**config.mk**
```make
export PLATFORM = sky130hd
export DESIGN_NAME = ast_port_dev_flat
export DESIGN_NICKNAME = d
export VERILOG_FILES = /design/src/rtl/ast_pkg.sv /design/src/rtl/ast_link_if.sv /design/src/rtl/ast_baud_gen.sv /design/src/rtl/ast_port_dev.sv /design/src/flat_wrapper.sv
export SDC_FILE = /design/constraint.sdc
export NUM_CORES = 1
export LEC_CHECK = 0
export BUFFER_PORTS_ARGS = -buffer_cell sky130_fd_sc_hd__buf_2
export CAP_MARGIN = 20
export CORE_MARGIN = 8
export CORE_UTILIZATION = 66
export DETAILED_ROUTE_END_ITERATION = 7
export GPL_ROUTABILITY_DRIVEN = 1
export PLACE_DENSITY = 0.89
export SKIP_LAST_GASP = 1
export SYNTH_ARGS = -nofsm -noshare
export SYNTH_HDL_FRONTEND = slang
export SYNTH_SLANG_ARGS = --single-unit
```
**constraint.sdc**
```tcl
create_clock -name sys_clk -period 5.8 [get_ports sys_clk]
set_input_delay 0.87 -clock sys_clk [delete_from_list [all_inputs] [get_ports sys_clk]]
set_output_delay 0.87 -clock sys_clk [all_outputs]
set_load 0.05 [all_outputs]
```
**src/rtl/ast_pkg.sv**
```systemverilog
/*
  Shared constants, types and helpers for the asynchronous serial transceiver:
  register offsets, field positions, reset values, oversampling counts, states.
  Assumes an 8-bit software register port with a 3-bit word address.
*/
`default_nettype none
package ast_pkg;
  // Register offsets
  localparam logic [2:0] AST_REG_TXCTL  = 3'h0;
  localparam logic [2:0] AST_REG_RXCTL  = 3'h1;
  localparam logic [2:0] AST_REG_BAUD   = 3'h2;
  localparam logic [2:0] AST_REG_DIVLO  = 3'h3;
  localparam logic [2:0] AST_REG_DIVHI  = 3'h4;
  localparam logic [2:0] AST_REG_TXBUF  = 3'h5;
  localparam logic [2:0] AST_REG_STATUS = 3'h6;
  localparam logic [2:0] AST_REG_RXBUF  = 3'h7;
  // transmit_status_control fields
  localparam int TXC_ENABLE  = 0;
  localparam int TXC_CLOCKED = 1;
  localparam int TXC_NINE    = 2;
  localparam int TXC_NINTH_D = 3;
  localparam int TXC_IRQ_EN  = 4;
  // receive_status_control fields
  localparam int RXC_PORT_EN = 0;
  localparam int RXC_NINE    = 1;
  localparam int RXC_CONT    = 2;
  localparam int RXC_ADDR    = 3;
  localparam int RXC_IRQ_EN  = 4;
  // baud_control fields
  localparam int BDC_INVERT  = 0;
  localparam int BDC_FAST    = 1;
  localparam int BDC_WIDE    = 2;
  // Status fields
  localparam int STS_TX_EMPTY = 0;
  localparam int STS_RX_READY = 1;
  localparam int STS_OVERRUN  = 2;
  localparam int STS_FRAMING  = 3;
  localparam int STS_NINTH    = 4;
  localparam int STS_TX_BUSY  = 5;
  // Reset values
  localparam logic [7:0]  AST_CTL_RESET = 8'h00;
  localparam logic [15:0] AST_DIV_RESET = 16'h0000;
  // Sample ticks per bit, as last phase index and mid-bit index
  localparam logic [3:0] OVS_LAST_SLOW = 4'hF;
  localparam logic [3:0] OVS_LAST_FAST = 4'h3;
  localparam logic [3:0] OVS_HALF_SLOW = 4'h7;
  localparam logic [3:0] OVS_HALF_FAST = 4'h1;
  // Frame lengths in bits with start and stop included, then data bits alone and remote clocks per bit
  localparam logic [3:0] FRAME_BITS_8 = 4'hA;
  localparam logic [3:0] FRAME_BITS_9 = 4'hB;
  localparam logic [3:0] DATA_BITS_8  = 4'h8;
  localparam logic [3:0] DATA_BITS_9  = 4'h9;
  localparam int         FAR_BIT_CLKS = 64;

  typedef enum logic [0:0] {
    AST_TX_IDLE  = 1'b0,
    AST_TX_SHIFT = 1'b1
  } ast_tx_state_t;

  typedef enum logic [1:0] {
    AST_RX_IDLE  = 2'b00,
    AST_RX_START = 2'b01,
    AST_RX_DATA  = 2'b10,
    AST_RX_STOP  = 2'b11
  } ast_rx_state_t;

  // Stop, data LSB first, start; shifted out from bit 0
  function automatic logic [10:0] ast_frame(input logic [8:0] v, input logic nine);
    ast_frame = nine ? {1'b1, v, 1'b0} : {2'b11, v[7:0], 1'b0};
  endfunction
endpackage
`default_nettype wire

```
**src/rtl/ast_link_if.sv**
```systemverilog
/*
  Serial line between the port and the remote transceiver.
  The port's output pin is undriven (pulled to mark) while its enable is low.
*/
`timescale 1ns/1ps
`default_nettype none
interface ast_link_if;
  logic dev_txd;
  logic dev_txd_oe;
  logic far_txd;
  logic line_to_far;

  // Pull-up keeps an undriven line at mark
  assign line_to_far = dev_txd_oe ? dev_txd : 1'b1;

  modport device (output dev_txd, output dev_txd_oe, input far_txd);
  modport far    (input line_to_far, output far_txd);
endinterface
`default_nettype wire

```
**src/rtl/ast_baud_gen.sv**
```systemverilog
/*
  Baud generator: divides sys_clk by divisor+1 into a one-cycle sample tick.
  Assumes the divisor is stable while enabled.
*/
`timescale 1ns/1ps
`default_nettype none
module ast_baud_gen
  import ast_pkg::*;
#(
  parameter int DIV_W = 16
) (
  input  wire logic             sys_clk,
  input  wire logic             rst_n,
  input  wire logic             enable,
  input  wire logic             wide,
  input  wire logic [DIV_W-1:0] divisor,
  output logic                  tick_q
);
  typedef struct packed {
    logic [DIV_W-1:0] cnt;
    logic             tick;
  } ast_bg_state_t;

  ast_bg_state_t s_q, s_d;
  logic [DIV_W-1:0] limit;

  always_comb begin
    s_d      = s_q;
    s_d.tick = 1'b0;
    // 8-bit mode ignores the high divisor byte
    limit    = wide ? divisor : {{(DIV_W-8){1'b0}}, divisor[7:0]};
    if (!enable) begin
      s_d.cnt = '0;
    end else if (s_q.cnt >= limit) begin
      s_d.cnt  = '0;
      s_d.tick = 1'b1;
    end else begin
      s_d.cnt = s_q.cnt + 1'b1;
    end
  end

  always_ff @(posedge sys_clk or negedge rst_n) begin
    if (!rst_n) begin
      s_q <= '0;
    end else begin
      s_q <= s_d;
    end
  end

  assign tick_q = s_q.tick;
endmodule // ast_baud_gen
`default_nettype wire

```
**src/rtl/ast_port_dev.sv**
```systemverilog
/*
  Asynchronous serial port, device end: software registers, transmit buffer
  and hidden shift register, receiver with overrun and address detect.
  Assumes the serial input is synchronous to sys_clk.
// Overview of operation
//- Idle line stays mark; NRZ levels
//- Frame: start, eight or nine data, stop
//- Start is space, stop is mark
//- Bit time from 8/16-bit divider
//- LSB first; shared format and rate
//- No hardware parity; ninth bit carries it
//- Shift register hidden; loaded only from buffer
//- Software enables transmitter, async, port
//- Port enable drives serial output pin
//- Empty flag sets when transmitter enabled
//- Buffer write loads idle shift register
//- Queued character loads right after stop
//- Frame starts immediately after load
//- Invert bit flips idle and data
//- Empty flag clear only when queued
//- Empty flag valid second cycle after write
//- Empty flag read-only; request needs enable
//- Software enables transmit request only when needed
//- Ready flag on transfer; request if enabled
//- Nine-bit receive; ninth bit in status
//- Receive needs continuous enable; clearing clears overrun
//- Address mode accepts only ninth-bit-set
//- Address mode off accepts everything
*/
`timescale 1ns/1ps
`default_nettype none
module ast_port_dev
  import ast_pkg::*;
(
  input  wire logic       sys_clk,
  input  wire logic       rst_n,
  input  wire logic [2:0] reg_addr,
  input  wire logic [7:0] reg_wdata,
  input  wire logic       reg_wr,
  input  wire logic       reg_rd,
  output logic      [7:0] reg_rdata,
  output logic            tx_irq,
  output logic            rx_irq,
  ast_link_if.device      link
);
  typedef struct packed {
    logic          tx_en;
    logic          clocked;
    logic          tx_nine;
    logic          tx_ninth;
    logic          transmit_irq_enable;
    logic          serial_port_enable;
    logic          rx_nine;
    logic          continuous_receive_enable;
    logic          address_detect_enable;
    logic          receive_irq_enable;
    logic          invert;
    logic          fast;
    logic          wide;
    logic [15:0]   divisor;
    logic [8:0]    txbuf;
    logic          txbuf_full;
    ast_tx_state_t tx_st;
    logic [10:0]   transmit_shift_register;
    logic [3:0]    tx_bits;
    logic [3:0]    tx_ph;
    ast_rx_state_t rx_st;
    logic          rx_last;
    logic [8:0]    receive_shift_register;
    logic [3:0]    rx_bits;
    logic [3:0]    rx_ph;
    logic [8:0]    rxbuf;
    logic          receive_ready_flag;
    logic          overrun_error_flag;
    logic          ferr;
    logic          transmit_buffer_empty_flag;
    logic [7:0]    rdata;
    logic          line;
    logic          line_oe;
    logic          tx_irq;
    logic          rx_irq;
  } ast_dev_state_t;
  ast_dev_state_t s_q, s_d;
  logic           tick;
  logic           async_on;
  logic           tx_on;
  logic           rx_on;
  logic [3:0]     ph_last;
  logic [3:0]     ph_half;
  logic           rxd;
  assign async_on = s_q.serial_port_enable && !s_q.clocked;
  assign tx_on    = async_on && s_q.tx_en;
  assign rx_on    = async_on && s_q.continuous_receive_enable;
  assign ph_last  = s_q.fast ? OVS_LAST_FAST : OVS_LAST_SLOW;
  assign ph_half  = s_q.fast ? OVS_HALF_FAST : OVS_HALF_SLOW;
  assign rxd      = link.far_txd;
  // One rate for both directions
  ast_baud_gen #(.DIV_W(16)) u_baud (.sys_clk(sys_clk), .rst_n(rst_n), .enable(async_on), .wide(s_q.wide),
    .divisor(s_q.divisor), .tick_q(tick));
  always_comb begin
    s_d       = s_q;
    s_d.rdata = 8'h00;
    if (reg_wr) begin
      case (reg_addr)
        AST_REG_TXCTL: begin
          s_d.tx_en    = reg_wdata[TXC_ENABLE];
          s_d.clocked  = reg_wdata[TXC_CLOCKED];
          s_d.tx_nine  = reg_wdata[TXC_NINE];
          s_d.tx_ninth = reg_wdata[TXC_NINTH_D];
          s_d.transmit_irq_enable     = reg_wdata[TXC_IRQ_EN];
        end
        AST_REG_RXCTL: begin
          s_d.serial_port_enable    = reg_wdata[RXC_PORT_EN];
          s_d.rx_nine = reg_wdata[RXC_NINE];
          s_d.continuous_receive_enable    = reg_wdata[RXC_CONT];
          s_d.address_detect_enable   = reg_wdata[RXC_ADDR];
          s_d.receive_irq_enable    = reg_wdata[RXC_IRQ_EN];
        end
        AST_REG_BAUD: begin
          s_d.invert = reg_wdata[BDC_INVERT];
          s_d.fast   = reg_wdata[BDC_FAST];
          s_d.wide   = reg_wdata[BDC_WIDE];
        end
        AST_REG_DIVLO: s_d.divisor[7:0]  = reg_wdata;
        AST_REG_DIVHI: s_d.divisor[15:8] = reg_wdata;
        default: ;
      endcase
    end
    case (s_q.tx_st)
      AST_TX_IDLE: begin
        if (s_q.txbuf_full) begin
          s_d.transmit_shift_register        = ast_frame(s_q.txbuf, s_q.tx_nine);
          s_d.tx_bits    = s_q.tx_nine ? FRAME_BITS_9 : FRAME_BITS_8;
          s_d.tx_ph      = 4'h0;
          s_d.txbuf_full = 1'b0;
          s_d.tx_st      = AST_TX_SHIFT;
        end
      end
      AST_TX_SHIFT: begin
        if (tick) begin
          if (s_q.tx_ph == ph_last) begin
            s_d.tx_ph   = 4'h0;
            s_d.transmit_shift_register     = {1'b1, s_q.transmit_shift_register[10:1]};
            s_d.tx_bits = s_q.tx_bits - 4'h1;
            if (s_q.tx_bits == 4'h1) begin
              if (s_q.txbuf_full) begin
                s_d.transmit_shift_register        = ast_frame(s_q.txbuf, s_q.tx_nine); // Follows the stop bit at once
                s_d.tx_bits    = s_q.tx_nine ? FRAME_BITS_9 : FRAME_BITS_8;
                s_d.txbuf_full = 1'b0;
              end else begin
                s_d.tx_st = AST_TX_IDLE;
              end
            end
          end else begin
            s_d.tx_ph = s_q.tx_ph + 4'h1;
          end
        end
      end
      default: s_d.tx_st = AST_TX_IDLE;
    endcase
    // Writes while disabled are dropped; a full buffer holds the old character
    if (reg_wr && reg_addr == AST_REG_TXBUF && tx_on && !s_q.txbuf_full) begin
      s_d.txbuf      = {s_q.tx_ninth, reg_wdata};
      s_d.txbuf_full = 1'b1;
    end
    if (!tx_on) begin
      s_d.tx_st      = AST_TX_IDLE;
      s_d.txbuf_full = 1'b0;
    end
    // Registered from the buffer state, so it lags a write by one cycle
    s_d.transmit_buffer_empty_flag = tx_on && !s_d.txbuf_full;
    s_d.rx_last = rxd;
    if (reg_rd && reg_addr == AST_REG_RXBUF) begin
      s_d.receive_ready_flag = 1'b0;
      s_d.ferr = 1'b0;
    end
    case (s_q.rx_st)
      AST_RX_IDLE: begin
        if (s_q.rx_last && !rxd && !s_q.overrun_error_flag) begin
          s_d.rx_st = AST_RX_START;
          s_d.rx_ph = 4'h0;
        end
      end
      AST_RX_START: begin
        if (tick) begin
          if (s_q.rx_ph == ph_half) begin
            s_d.rx_ph   = 4'h0;
            s_d.rx_bits = s_q.rx_nine ? DATA_BITS_9 : DATA_BITS_8;
            s_d.rx_st   = rxd ? AST_RX_IDLE : AST_RX_DATA; // Half-bit glitch ignored
          end else begin
            s_d.rx_ph = s_q.rx_ph + 4'h1;
          end
        end
      end
      AST_RX_DATA: begin
        if (tick) begin
          if (s_q.rx_ph == ph_last) begin
            s_d.rx_ph   = 4'h0;
            s_d.receive_shift_register     = {rxd, s_q.receive_shift_register[8:1]};
            s_d.rx_bits = s_q.rx_bits - 4'h1;
            if (s_q.rx_bits == 4'h1) begin
              s_d.rx_st = AST_RX_STOP;
            end
          end else begin
            s_d.rx_ph = s_q.rx_ph + 4'h1;
          end
        end
      end
      AST_RX_STOP: begin
        if (tick) begin
          if (s_q.rx_ph == ph_last) begin
            s_d.rx_st = AST_RX_IDLE;
            if (!(s_q.address_detect_enable && s_q.rx_nine && !s_q.receive_shift_register[8])) begin
              if (!s_d.receive_ready_flag) begin
                s_d.rxbuf = s_q.rx_nine ? s_q.receive_shift_register : {1'b0, s_q.receive_shift_register[8:1]};
                s_d.ferr  = !rxd;
                s_d.receive_ready_flag  = 1'b1;
              end else begin
                s_d.overrun_error_flag = 1'b1; // Held character kept; new one lost
              end
            end
          end else begin
            s_d.rx_ph = s_q.rx_ph + 4'h1;
          end
        end
      end
      default: s_d.rx_st = AST_RX_IDLE;
    endcase
    if (!rx_on) begin
      s_d.rx_st = AST_RX_IDLE;
    end
    if (!s_q.continuous_receive_enable) begin
      s_d.overrun_error_flag = 1'b0;
    end
    // Register reads; shift registers have no address
    if (reg_rd) begin
      case (reg_addr)
        AST_REG_TXCTL:  s_d.rdata = {3'b000, s_q.transmit_irq_enable, s_q.tx_ninth, s_q.tx_nine, s_q.clocked, s_q.tx_en};
        AST_REG_RXCTL:  s_d.rdata = {3'b000, s_q.receive_irq_enable, s_q.address_detect_enable, s_q.continuous_receive_enable, s_q.rx_nine, s_q.serial_port_enable};
        AST_REG_BAUD:   s_d.rdata = {5'b00000, s_q.wide, s_q.fast, s_q.invert};
        AST_REG_DIVLO:  s_d.rdata = s_q.divisor[7:0];
        AST_REG_DIVHI:  s_d.rdata = s_q.divisor[15:8];
        AST_REG_STATUS: s_d.rdata = {2'b00, s_q.tx_st == AST_TX_SHIFT, s_q.rxbuf[8], s_q.ferr, s_q.overrun_error_flag,
                                     s_q.receive_ready_flag, s_q.transmit_buffer_empty_flag};
        AST_REG_RXBUF:  s_d.rdata = s_q.rxbuf[7:0];
        default:        s_d.rdata = 8'h00;
      endcase
    end
    s_d.line    = (s_d.tx_st == AST_TX_SHIFT ? s_d.transmit_shift_register[0] : 1'b1) ^ s_d.invert;
    s_d.line_oe = s_d.serial_port_enable;
    s_d.tx_irq  = s_d.transmit_buffer_empty_flag && s_d.transmit_irq_enable;
    s_d.rx_irq  = s_d.receive_ready_flag && s_d.receive_irq_enable;
  end
  always_ff @(posedge sys_clk or negedge rst_n) begin
    if (!rst_n) begin
      s_q         <= '0;
      s_q.divisor <= AST_DIV_RESET;
      s_q.rx_last <= 1'b1;
      s_q.line    <= 1'b1;
    end else begin
      s_q <= s_d;
    end
  end
  assign reg_rdata       = s_q.rdata;
  assign tx_irq          = s_q.tx_irq;
  assign rx_irq          = s_q.rx_irq;
  assign link.dev_txd    = s_q.line;
  assign link.dev_txd_oe = s_q.line_oe;
endmodule // ast_port_dev
`default_nettype wire

```
**src/flat_wrapper.sv**
```systemverilog
// flat-port wrapper written by rule: the top's interface ports become plain ports
module ast_port_dev_flat import ast_pkg::*;
  (sys_clk, rst_n, reg_addr, reg_wdata, reg_wr, reg_rd, reg_rdata, tx_irq, rx_irq, link_dev_txd, link_dev_txd_oe, link_far_txd);
  ast_link_if link_i ();
  input  wire logic sys_clk;
  input  wire logic rst_n;
  input  wire logic [2:0] reg_addr;
  input  wire logic [7:0] reg_wdata;
  input  wire logic reg_wr;
  input  wire logic reg_rd;
  output logic      [7:0] reg_rdata;
  output logic tx_irq;
  output logic rx_irq;
  output wire logic [$bits(link_i.dev_txd)-1:0] link_dev_txd;
  output wire logic [$bits(link_i.dev_txd_oe)-1:0] link_dev_txd_oe;
  input wire logic [$bits(link_i.far_txd)-1:0] link_far_txd;
  assign link_dev_txd = link_i.dev_txd;
  assign link_dev_txd_oe = link_i.dev_txd_oe;
  assign link_i.far_txd = link_far_txd;
  ast_port_dev u_core (.sys_clk(sys_clk), .rst_n(rst_n), .reg_addr(reg_addr), .reg_wdata(reg_wdata), .reg_wr(reg_wr), .reg_rd(reg_rd), .reg_rdata(reg_rdata), .tx_irq(tx_irq), .rx_irq(rx_irq), .link(link_i));
endmodule
```
# After elaboration in Yosys (flattened, before gate mapping)
# Index checks and enable logic that the tools add are counted.
# classes
add_sub_neg	5
bitwise_logic	4
n_eq_ne	38
div_mod_pow	0
n_mux	61
n_shift	0
multipliers	0
n_reduce_logical	36
n_lt_le_gt_ge	1
# op_table
operator	count
two-way mux 16 bit	4
one-hot mux 8 bit (7 select lines)	1
one-hot mux 21 bit (2 select lines)	1
two-way mux 8 bit	5
two-way mux 17 bit	2
two-way mux 4 bit	8
two-way mux 25 bit	1
two-way mux 12 bit	2
!= test 3 bit (second input constant)	8
two-way mux 2 bit	11
!= test 2 bit (second input constant)	11
two-way mux 21 bit	1
two-way mux 10 bit	2
two-way mux 20 bit	1
AND reduction 5 bit	4
adder 16 x 1 -> 16 bit (second input constant)	1
>= comparator 16 bit	1
one-hot mux 4 bit (4 select lines)	1
two-way mux 15 bit	1
logical AND 1 bit	14
two-way mux 1 bit	13
== test 3 bit (second input constant)	4
== test 4 bit	3
AND reduction 2 bit	6
21 further kinds	39
# totals
n_memories	0
mem_bits_ro	0
ram_bits	0
register_bits	120
latchBits	0
word_cells	183
input_bits	16

# Longest topological paths before layout
# Gate-level depths: netlist of run 1.
# depth
depth_word	11
mapped_depth	9
depth_no_buf	7

# By module
# From an unflattened synthesis of run 1, not the netlist that was laid out.
# hier_totals
hier_cells	547
area_unflattened_um2	6104.6
# by_module_without_submodules
module	area_each_um2	cells_per_inst	n_inst
ast_port_dev	4931.0	416	1
ast_baud_gen	1173.6	131	1

# Least setup slack after synthesis of run 1
# OpenSTA, ideal clock, no wires.
# synth_timing
kind	input to register
start	input port reg_addr[0]
end	register u_core.s_q[83] (netlist name)
slack_ns	3.740
arrival_ns	1.935
stages	4
required_time_ns	5.675
path_cell_list	buf_2 nand2b_1 nor2_1 mux2_2
# synth_via
elab_chain_len	2
# synth_lines
element	line	text
start, declared	flat_wrapper.sv:7	input wire logic [2:0] reg_addr;
== test 3 bit	ast_port_dev.sv:104	case (reg_addr)
AND reduction 2 bit (no source line)	n/a	
# Every way passes these cells.
# A chain may end at the register's enable or synchronous reset.

# Worst setup path after layout of run 1
# layout_timing
start	register u_core.s_q[98] (netlist name)
end	register u_core.s_q[69] (netlist name)
# layout_via
elab_chain_len	4
# layout_lines
element	line	text
start, declared	ast_port_dev.sv:83	ast_dev_state_t s_q, s_d;
logical AND 1 bit	ast_port_dev.sv:91	assign async_on = s_q.serial_port_enable && !s_q.clocked;
logical AND 1 bit	ast_port_dev.sv:92	assign tx_on = async_on && s_q.tx_en;
logical AND 1 bit (2 in a row)	ast_port_dev.sv:162	if (reg_wr && reg_addr == AST_REG_TXBUF && tx_on && !s_q.txbuf_full) begin
# Every way passes these cells.

==> results of run 1 <==
[final timing paths]
kind	startpoint	to	slack (ns)	cells after the start
max	u_core.s_q[98]$_DFFE_PN0P_	u_core.s_q[69]$_DFFE_PN0P_	3.44	4
min	rst_n	u_core.s_q[35]$_DFFE_PN0P_	0.35	1
max reg2reg	u_core.s_q[98]$_DFFE_PN0P_	u_core.s_q[69]$_DFFE_PN0P_	3.44	4
min reg2reg	u_core.s_q[63]$_DFFE_PN0P_	u_core.s_q[63]$_DFFE_PN0P_	0.47	1
max in group asynchronous	rst_n	u_core.s_q[101]$_DFFE_PN0P_	4.11	2
min in group sys_clk	u_core.s_q[63]$_DFFE_PN0P_	u_core.s_q[63]$_DFFE_PN0P_	0.47	1
[cells in the final DEF, fill, tap and decap left out, types with 3 or more instances in the layout]
cell type,instances
dfrtp_1,118
nand2_1,57
nor2_1,52
mux2_2,50
buf_2,26
nor3_1,25
ha_1,23
inv_1,22
a21oi_1,22
mux2i_1,19
o21ai_0,18
clkbuf_16,16
xnor2_1,13
nor2b_1,12
nand3_1,12
a22oi_1,10
a221o_1,9
a211oi_1,7
nand2b_1,6
nand4_1,5
bufinv_16,5
and2_1,4
a21o_1,4
xor2_1,4
o22ai_1,4
o21a_1,4
clkinv_2,4
and3b_1,3
o2111ai_1,3
clkinvlp_4,3
buf_4,3
[registers in the layout (all words and copies together) (netlist names)]
register              flops
u_core.link.dev_txd       1
u_core.s_q               92
u_core.tx_irq             1
u_core.rx_irq             1
u_core.u_baud.tick_q      1
u_core.u_baud.s_q        16
u_core.reg_rdata          8
[logic make-up (layout without fill, tap and decap cells)]
| kind of cell | count (synthesis) | count (layout) |
|---|---|---|
| compound gates | 102 | 102 |
| xor+xnor | 17 | 17 |
| fa+ha+maj | 23 | 23 |
| buf+inv | 55 | 85 |
| flops | 120 | 120 |
| mux | 71 | 71 |
| simple gates | 194 | 194 |
[per-layer routing]
metal / global-route usage (%) / part of all wire, % / vias up
li1: - / - / 2105
met1: 28.08 / 43 / 2286
met2: 36.90 / 50 / 144
met3: 5.591 / 5.8 / 15
met4: 9.059 / 1.4 / 0
met5: 0 / 0 / -
[cell type report]
| cell class | instances | share of cell area, % |
|---|---|---|
| timing repair buffer | 30 | 2.353 |
| sequential | 120 | 43.14 |
| inverter | 23 | 1.239 |
| clock inverter | 13 | 2.892 |
| multi-input combinational | 407 | 42.19 |
| tap | 111 | 1.994 |
| clock buffer | 19 | 6.196 |
[synthesized netlist by cell type (3+ instances only)]
library cell and count:
dfrtp_1 118, nand2_1 57, nor2_1 52, mux2_2 50, nor3_1 25, ha_1 23, a21oi_1 22, inv_1 22
mux2i_1 19, o21ai_0 18, xnor2_1 13, nand3_1 12, nor2b_1 12, buf_2 11, a22oi_1 10, buf_4 10
a221o_1 9, clkbuf_1 8, a211oi_1 7, nand2b_1 6, nand4_1 5, a21o_1 4, and2_1 4, o21a_1 4
o22ai_1 4, xor2_1 4, and3b_1 3, o2111ai_1 3
[power by group through the flow]
stage	logic, mW	registers [mW]	clock network [mW]
5_1_grt	0.312	1.00	1.17
3_5_place_dp	0.280	1.01	0
6_report	0.283	0.995	1.12
3_3_place_gp	0.265	1.00	0
2_1_floorplan	0.210	0.981	0
4_1_cts	0.283	0.992	1.13
[worst max-delay path, stage by stage (launching register included)]
cell and delay, ns:
dfrtp_1 0.45, nor2b_1 0.43, nand2_1 0.25, nor2b_1 0.69, mux2_2 0.42
[through the flow]
stage          power [mW]  worst slack [ns]
3_5_place_dp        1.286             3.006
6_report            2.402             3.441
3_3_place_gp        1.265             3.093
2_1_floorplan       1.190             3.740
4_1_cts             2.408             3.292
5_1_grt             2.485             3.323
==> impl_metrics.csv, run 1 <==
group,metric,value,unit
outcome,status,"complete, no violations",
final_layout,seqCellArea,0.003005,sq mm
power_and_ir_drop,ir_worst_vdd,0.2290,mV
clock_tree,cts.repair.resized,0,
clock_tree,cts_num_sinks,120,
global_route,overflow,0,
route,via_per_inst,6.293,
sta,hold_slack,0.3462,ns
yosys,ys_seq_elements,120,
power_and_ir_drop,clkPwrFrac,46.8,%
global_route,grt_usage,22.54,%
yosys,synthAdderAreaFrac,4.629,%
setup_path,crit_arrival,2.77,ns
setup_path,critical_path_class,"reg2reg",
power_and_ir_drop,power_leakage,3.185,nW
global_route,antenna_found_initial,0,
yosys,synth_flop_cell,"dfrtp_1",
final_layout,diodes,0,
yosys,ys_top_cells_by_area,"dfrtp_1, mux2_2, ha_1",
sta,maxSlewViolCount,0,
route,drt-wirelength-per-cell,18.98,microns
yosys,seq_area_frac_synth,48.34,%
final_layout,area_delta_synth_final,12.05,%
global_route,grt_start_max_net_pins,75,
power_and_ir_drop,seqPwrFrac,41.4,%
yosys,synth_top_family_by_area,"simple AND/OR/NAND/NOR gates",
route,drtAntennaViolNets,0,
route,drc,0,
yosys,yosys.cell_types.count,65,
worst_hold_path,min_path_type,"in2async",
clock_tree,cts_root_buffer,"clkbuf_8",
clock_tree,h-tree-depth,4,
global_route,grt_pass1_wl,22850,microns
job,drv_cap,0,
clock_tree,post-cts-setup-buffers,0,
yosys,synth-simple-area-share,15.44,%
setup_path,startpoint_type,"flop",
place,place_inst,689,
power_and_ir_drop,power_switching,615.9,uW
power_and_ir_drop,internal_power,1.786,mW
route,drt_iter0_drc,267,
clock_tree,hold_buffers,0,
yosys,syn_area_per_cell,10.68,sq um
final_layout,fillCellCount,577,
sta,period_share,40.68,%
sta,rsz0062_at_grt,"no",
yosys,synthMuxAreaShare,12.90,%
power_and_ir_drop,switching_share,25.64,%
global_route,grt_pass1_vias,4656,
final_layout,fin_area,0.006967,sq mm
yosys,ys_async_sr_fraction,100.0,%
yosys,synthXorXnorAreaFrac,2.395,%
yosys,synth_top_area_share,47.49,%
clock_tree,clk_path_buf_depth,2,
clock_tree,cts-buffers-inserted,17,
sta,slew_headroom,34.64,%
clock_tree,clock_latency,0.53,ns
place,dp_hpwl,9271,microns
sta,setup_tns,0,ns
sta,setup_viol,0,
place,dpl_cell_area,0.006315,sq mm
sta,fmaxAchievable,0.4239,GHz
power_and_ir_drop,p_comb_share,11.8,%
setup_path,crit_path_end_kind,"flop",
die,core,0.009196,sq mm
power_and_ir_drop,p_per_area,344.8,mW/mm^2
final_layout,multi_input_area,0.002939,sq mm
yosys,postSynthCellCount,582,
yosys,syn_nets,621,
yosys,synth_area_leader_cell,"dfrtp_1",
final_layout,instances_no_fill,723,
place,port_buffers,27,
die,rows,35,
setup_path,cp_max_fo,9,
yosys,synth-compound-area-share,11.91,%
sta,min_period,2.359,ns
sta,hold_viol,0,
yosys,netlist_area,0.006217,sq mm
route,drt_first_pass_iters,5,
yosys,synth_edf_count,0,
clock_tree,clkTransAtPathRegs,0.06,ns
final_layout,nets,638,
die,die_w,113.1,microns
route,wl,13720,microns
clock_tree,tritoncts,"done",
die,start_util,67.61,%
place,gp_congestion,0.8973,
route,vias,4550,
yosys,yosys_warnings,0,
die,die_area,0.01278,sq mm
die,io_pins,28,
setup_path,required,6.21,ns
final_layout,drive_gt1_share,20.75,%
final_layout,fin_util,75.76,%
sta,worst_slew_pin_slew,0.9804,ns
die,die_y,113.1,microns
sta,clock_skew,0.009279,ns
No activity file was read; power rests on OpenSTA's default activity.
==> run 2, diff against run 1 <==
--- a/config.mk
+++ b/config.mk
@@ -5,13 +5,14 @@
 export SDC_FILE = /design/constraint.sdc
 export NUM_CORES = 1
 export LEC_CHECK = 0
+export ABC_AREA = 1
 export BUFFER_PORTS_ARGS = -buffer_cell sky130_fd_sc_hd__buf_2
 export CAP_MARGIN = 20
 export CORE_MARGIN = 8
-export CORE_UTILIZATION = 66
+export CORE_UTILIZATION = 56
 export DETAILED_ROUTE_END_ITERATION = 7
 export GPL_ROUTABILITY_DRIVEN = 1
-export PLACE_DENSITY = 0.89
+export PLACE_DENSITY = 0.8
 export SKIP_LAST_GASP = 1
 export SYNTH_ARGS = -nofsm -noshare
 export SYNTH_HDL_FRONTEND = slang
==> constraint.sdc (replaced) <==
create_clock -name sys_clk -period 1.91 [get_ports sys_clk]
set_input_delay 0.2865 -clock sys_clk [delete_from_list [all_inputs] [get_ports sys_clk]]
set_output_delay 0.2865 -clock sys_clk [all_outputs]
set_load 0.05 [all_outputs]
==> run 2 against run 1 <==
Register-to-register slack got worse by 3.4 ns. Core utilization decreased by 9.7 points. Die area increased by 16%. Critical endpoint is now u_core.u_baud.s_q[15]$_DFF_PN0_. Critical path type unchanged. Largest cell class unchanged. First-iteration DRC count increased by 84%.
==> impl_metrics.csv, run 2 <==
group,metric,value,unit
setup_path,cp_cell_sequence,"nand2_1 > ha_1 > nand4_1 > nor3_1 > nand3_1 > nand3_2 > buf_4 > nor2_1",
sta,period_share,96.80,%
power_and_ir_drop,switching_share,26.92,%
yosys,postSynthCellCount,753,
sta,clock_skew,0.006499,ns
yosys,ys_seq_elements,120,
clock_tree,post-cts-setup-buffers,0,
route,via_per_inst,5.714,
global_route,grt_pass1_vias,5312,
final_layout,diodes,0,
sta,fmaxAchievable,0.5409,GHz
yosys,yosys_warnings,0,
setup_path,r2r-end,"u_core.u_baud.s_q[15]$_DFF_PN0_",
route,wl_met1,6564,microns
final_layout,instances_no_fill,940,
place,port_buffers,27,
yosys,synthMuxAreaShare,0,%
setup_path,critical_path_class,"reg2reg",
sta,hold_slack,0.06076,ns
sta,min_period,1.849,ns
final_layout,fillCellCount,801,
final_layout,area_delta_synth_final,15.05,%
yosys,synth_edf_count,0,
yosys,synthAdderAreaFrac,4.603,%
sta,maxSlewViolCount,0,
sta,hold_viol,0,
setup_path,required,2.32,ns
die,rows,38,
power_and_ir_drop,ir_worst_vdd,0.6324,mV
global_route,antenna_found_initial,0,
yosys,synth_area_leader_cell,"dfrtp_1",
yosys,synthXorXnorAreaFrac,0.8405,%
clock_tree,cts_root_buffer,"clkbuf_8",
final_layout,seqCellArea,0.003007,sq mm
sta,slew_headroom,60.50,%
clock_tree,h-tree-depth,4,
clock_tree,clock_latency,0.53,ns
yosys,yosys.cell_types.count,42,
final_layout,most-common-layout-cells,"nand2_1, dfrtp_1, inv_1",
yosys,ys_top_cells_by_area,"dfrtp_1, nand2_1, inv_1",
yosys,synth_top_area_share,47.23,%
setup_path,r2r.worst_path.cells,8,
sta,setup_ws,0.06115,ns
power_and_ir_drop,internal_power,5.245,mW
final_layout,nets,826,
sta,setup_viol,0,
setup_path,critical_path_buf_inv_count,1,
global_route,grt_pass1_wl,25410,microns
route,wl,15170,microns
job,drv_cap,0,
setup_path,cp_max_fo,10,
sta,setup_tns,0,ns
place,dpl_worst_slack,-0.2246,ns
die,start_util,57.42,%
setup_path,cp_slowest_cell,"dfrtp_2",
power_and_ir_drop,power.total,7.177,mW
setup_path,r2r_slack,0.06,ns
clock_tree,clk_path_buf_depth,2,
die,core,0.01089,sq mm
route,vias,5371,
clock_tree,clkTransAtPathRegs,0.06,ns
global_route,grt_usage,21.47,%
yosys,netlist_area,0.006252,sq mm
final_layout,top_register,"u_core.s_q",
yosys,synth_common_cells,"nand2_1, dfrtp_1, inv_1, o21ai_0, nor2_1",
sta,worst_slew_pin_slew,0.5926,ns
place,dpl_cell_area,0.006524,sq mm
setup_path,crit_path_end_kind,"flop",
setup_path,crit_arrival,2.26,ns
power_and_ir_drop,p_per_area,997.7,mW/mm^2
die,die_w,121.7,microns
place,dp_hpwl,10780,microns
yosys,syn_area_per_cell,8.303,sq um
yosys,seq_area_frac_synth,48.07,%
sta,rsz0062_at_grt,"no",
final_layout,multi_input_area,0.002658,sq mm
clock_tree,cts-buffers-inserted,17,
worst_hold_path,holdPathEnd,"u_core.s_q[73]$_DFFE_PN0P_",
route,drt_first_pass_iters,6,
route,wl_met3,857,microns
worst_hold_path,min_path_type,"in2reg",
power_and_ir_drop,p_comb_share,11.5,%
setup_path,reg2reg_from,"u_core.s_q[91]$_DFFE_PN0P_",
yosys,synth_top_family_by_area,"simple AND/OR/NAND/NOR gates",
clock_tree,cts_num_sinks,120,
route,drtAntennaViolNets,0,
power_and_ir_drop,clkPwrFrac,48.2,%
yosys,syn_nets,792,
route,drc,0,
place,place_inst,906,
final_layout,largest_reg_flops,92,
final_layout,drive_gt1_share,14.50,%
final_layout,fin_util,66.07,%
power_and_ir_drop,power_leakage,3.616,nW
worst_hold_path,hold_depth,3,
route,drt-wirelength-per-cell,16.14,microns
yosys,synth-compound-area-share,14.97,%
setup_path,crit_family,"simple AND/OR/NAND/NOR gates",
route,drt_iter0_drc,490,
place,gp_congestion,0.8750,
yosys,synth_most_common_cell,"nand2_1",
clock_tree,tritoncts,"done",
yosys,ys_async_sr_fraction,100.0,%
setup_path,startpoint_type,"flop",
yosys,synth-simple-area-share,21.97,%
yosys,synth_flop_cell,"dfrtp_1",
final_layout,fin_area,0.007193,sq mm
global_route,grt_start_max_net_pins,44,
die,die_area,0.01480,sq mm
route,met2_length,7264,microns
die,die_y,121.7,microns
route,highest_layer,"met4",
global_route,overflow,0,
power_and_ir_drop,seqPwrFrac,40.3,%
setup_path,critPathMaxStageDelay,0.48,ns
power_and_ir_drop,power_switching,1.932,mW
outcome,status,"complete, no violations",
die,io_pins,28,
worst_hold_path,hold_start,"reg_wdata[7]",
final_layout,final_common_cell,"nand2_1",
## run 2: cell families after synthesis
| group | after synthesis |
|---|---|
| AOI/OAI and AO/OA | 157 |
| xor gates and xnor gates | 6 |
| adders and majority gates | 23 |
| buffers and inverters | 138 |
| DFF | 120 |
| and+or+nand+nor | 309 |
## run 2: layout make-up
cell class | instances | area share (%)
Clock buffer | 17 | 5.758
Clock inverter | 15 | 3.148
Inverter | 110 | 5.740
Multi-Input combinational cell | 495 | 36.95
Sequential cell | 120 | 41.80
Tap cell | 140 | 2.435
Timing Repair Buffer | 43 | 4.175
## run 2: worst max path at each step
stage | startpoint | end | slack (ns) | depth (start not counted)
6_report | u_core.s_q[91]$_DFFE_PN0P_ | u_core.u_baud.s_q[15]$_DFF_PN0_ | 0.06 | 8
5_1_grt | u_core.s_q[26]$_DFFE_PN0P_ | u_core.s_q[34]$_DFFE_PN0P_ | 0.002 | 8
4_1_cts | u_core.s_q[65]$_DFF_PN0_ | u_core.s_q[58]$_DFFE_PN0P_ | 0.04 | 7
3_5_place_dp | u_core.s_q[65]$_DFF_PN0_ | u_core.s_q[55]$_DFFE_PN0P_ | -0.22 | 7
3_3_place_gp | u_core.s_q[65]$_DFF_PN0_ | u_core.s_q[62]$_DFFE_PN0P_ | -0.01 | 7
2_1_floorplan | u_core.s_q[91]$_DFFE_PN0P_ | u_core.u_baud.s_q[11]$_DFF_PN0_ | 0.09 | 9
## run 2: power by group through the flow
stage          registers (mW)  clock network [mW]  logic, mW
2_1_floorplan            2.90                   0      0.539
3_3_place_gp             2.92                   0      0.780
3_5_place_dp             2.92                   0      0.809
4_1_cts                  2.88                3.47      0.826
5_1_grt                  2.90                3.60      0.930
6_report                 2.89                3.46      0.827
## run 2: routing by layer
metal / vias to the layer above / GRT usage (%)
met1: 2582 / 27.20
met2: 194 / 34.56
li1: 2554 / -
met5: - / 0
met4: 0 / 10.25
met3: 41 / 4.489
## run 2: tightest hold or removal path: stages
cell and delay, ns:
buf_2 0.07, inv_1 0.05, o21ai_0 0.14
## run 2: repair_timing
action | 4_1_cts | 5_1_grt
endpoints found under the setup margin | 24 | 10
hold endpoints to repair | 39 | 0
gates cloned | 0 | 0
pin swaps | 0 | 0
hold buffers | 2 | 0
resized for setup | 2 | 1
==> run 3, diff against run 2 <==
--- a/config.mk
+++ b/config.mk
@@ -5,7 +5,6 @@
 export SDC_FILE = /design/constraint.sdc
 export NUM_CORES = 1
 export LEC_CHECK = 0
-export ABC_AREA = 1
 export BUFFER_PORTS_ARGS = -buffer_cell sky130_fd_sc_hd__buf_2
 export CAP_MARGIN = 20
 export CORE_MARGIN = 8
==> run 3 against run 2 <==
The flow now finishes with violations (setup timing). Cell count down 13%. Sequential cell count did not move. Global-route usage fell by 0.20 points. Critical endpoint is now u_core.u_baud.tick_q$_DFF_PN0_. Largest power group unchanged. Highest routed layer unchanged.
==> impl_metrics.csv, run 3 (synthesis gave the netlist of run 1 again) <==
group,metric,value,unit
outcome,status,"finished, violations left",
outcome,violations,"setup timing",
sta,setup_tns,-0.01858,ns
global_route,antenna_found_initial,0,
die,rows,38,
final_layout,final_common_cell,"dfrtp_1",
clock_tree,cts_root_buffer,"clkbuf_8",
setup_path,crit_arrival,2.34,ns
clock_tree,clkTransAtPathRegs,0.06,ns
global_route,grt_pass1_vias,4923,
route,drc,0,
power_and_ir_drop,power.total,7.500,mW
final_layout,area_delta_synth_final,25.44,%
power_and_ir_drop,power_leakage,3.578,nW
route,drt-wirelength-per-cell,19.41,microns
clock_tree,tritoncts,"done",
sta,hold_viol,0,
clock_tree,h-tree-depth,4,
setup_path,crit_path_end_kind,"flop",
final_layout,fillCellCount,696,
worst_hold_path,min_path_type,"in2reg",
setup_path,cp_max_fo,8,
global_route,grt_start_max_net_pins,61,
route,via_per_inst,6.013,
clock_tree,clk_path_buf_depth,2,
place,gp_congestion,0.8619,
die,io_pins,28,
die,start_util,57.35,%
sta,setup_viol,2,
sta,worst_slew_pin_slew,0.9441,ns
final_layout,drive_gt1_share,33.63,%
final_layout,multi_input_area,0.003193,sq mm
route,drt_iter0_drc,446,
sta,min_period,1.928,ns
power_and_ir_drop,ir_worst_vdd,0.8971,mV
setup_path,r2r_slack,-0.02,ns
route,drt_first_pass_iters,7,
setup_path,startpoint_type,"flop",
global_route,grt_pass1_wl,24480,microns
final_layout,nets,703,
route,vias,4901,
final_layout,most-common-layout-cells,"dfrtp_1, buf_4, nand2_1",
setup_path,required,2.33,ns
final_layout,top_register,"u_core.s_q",
die,die_w,121.4,microns
die,die_y,121.4,microns
sta,setup_ws,-0.01782,ns
sta,rsz0062_at_grt,"yes",
die,core,0.01084,sq mm
clock_tree,cts_num_sinks,120,
power_and_ir_drop,p_per_area,961.7,mW/mm^2
die,die_area,0.01473,sq mm
global_route,overflow,0,
place,dp_hpwl,10440,microns
final_layout,largest_reg_flops,92,
place,dpl_worst_slack,-0.1568,ns
sta,slew_headroom,37.06,%
route,drtAntennaViolNets,0,
route,wl,15820,microns
setup_path,critical_path_class,"reg2reg",
sta,period_share,100.9,%
final_layout,diodes,0,
global_route,grt_usage,21.26,%
job,drv_cap,0,
clock_tree,clock_latency,0.53,ns
final_layout,seqCellArea,0.003012,sq mm
clock_tree,cts-buffers-inserted,17,
sta,maxSlewViolCount,0,
sta,fmaxAchievable,0.5187,GHz
sta,clock_skew,0.007996,ns
place,port_buffers,27,
[run 3: worst paths after layout]
check | from | end | depth (start not counted)
max | u_core.s_q[80]$_DFFE_PN0P_ | u_core.u_baud.tick_q$_DFF_PN0_ | 8
min in group asynchronous | rst_n | u_core.s_q[38]$_DFFE_PN0P_ | 2
max in group asynchronous | rst_n | u_core.s_q[91]$_DFFE_PN0P_ | 3
min reg2reg | u_core.s_q[63]$_DFFE_PN0P_ | u_core.s_q[63]$_DFFE_PN0P_ | 1
min | reg_wdata[7] | u_core.s_q[90]$_DFFE_PN0P_ | 2
max reg2reg | u_core.s_q[80]$_DFFE_PN0P_ | u_core.u_baud.tick_q$_DFF_PN0_ | 8
[run 3: report_power, final]
| group | internal [mW] | switching [mW] | leakage, nW | total (mW) |
|---|---|---|---|---|
| Clock | 2.17 | 1.09 | 0.291 | 3.26 |
| Sequential | 2.78 | 0.184 | 1.58 | 2.97 |
| Combinational | 0.571 | 0.705 | 1.70 | 1.28 |
| Total | 5.52 | 1.98 | 3.58 | 7.50 |
[run 3: per-layer routing]
layer  wire, microns  vias up  global-route usage (%)
met3             936       37                   5.351
met4             362        0                   9.175
met5               0        -                       0
met2            7853      192                   34.70
met1            6671     2424                   26.21
li1                -     2248                       -
[run 3: layout make-up]
| type | instances | share of cell area (%) |
|---|---|---|
| well taps | 140 | 2.246 |
| clock inverters | 8 | 1.877 |
| multi-input cells | 407 | 40.94 |
| flip-flops and latches | 120 | 38.62 |
| repair buffers | 95 | 9.402 |
| clock buffers | 22 | 5.808 |
| inverters | 23 | 1.107 |
[run 3: worst max-delay path, stage by stage (launching register included)]
cell,delay [ns]
dfrtp_1,0.41
inv_2,0.10
ha_4,0.20
a21o_1,0.17
a21o_1,0.19
a221oi_4,0.29
o311ai_4,0.14
buf_6,0.18
and2_4,0.13
[run 3: through the flow]
| step | hold slack, ns | cell area [sq um] | std cells | utilization, % |
|---|---|---|---|---|
| global route | 0.02996 | 7799 | 815 | 71.94 |
| finish | 0.05272 | 7799 | 815 | 71.94 |
| detailed placement | 0.1511 | 6840 | 773 | 63.10 |
| global placement | 0.1473 | 6840 | 773 | 63.10 |
| floorplan | -0.009091 | 6251 | 582 | - |
| CTS | 0.02497 | 7540 | 809 | 69.55 |
[run 3: repair_timing]
| item | in CTS | in global routing |
|---|---|---|
| buffers inserted | 3 | 5 |
| pin swaps | 5 | 20 |
| hold endpoints to repair | 119 | 0 |
| setup endpoints to repair | 27 | 33 |
| gates cloned | 1 | 1 |
| gates resized for setup | 12 | 41 |
| hold buffers | 2 | 0 |
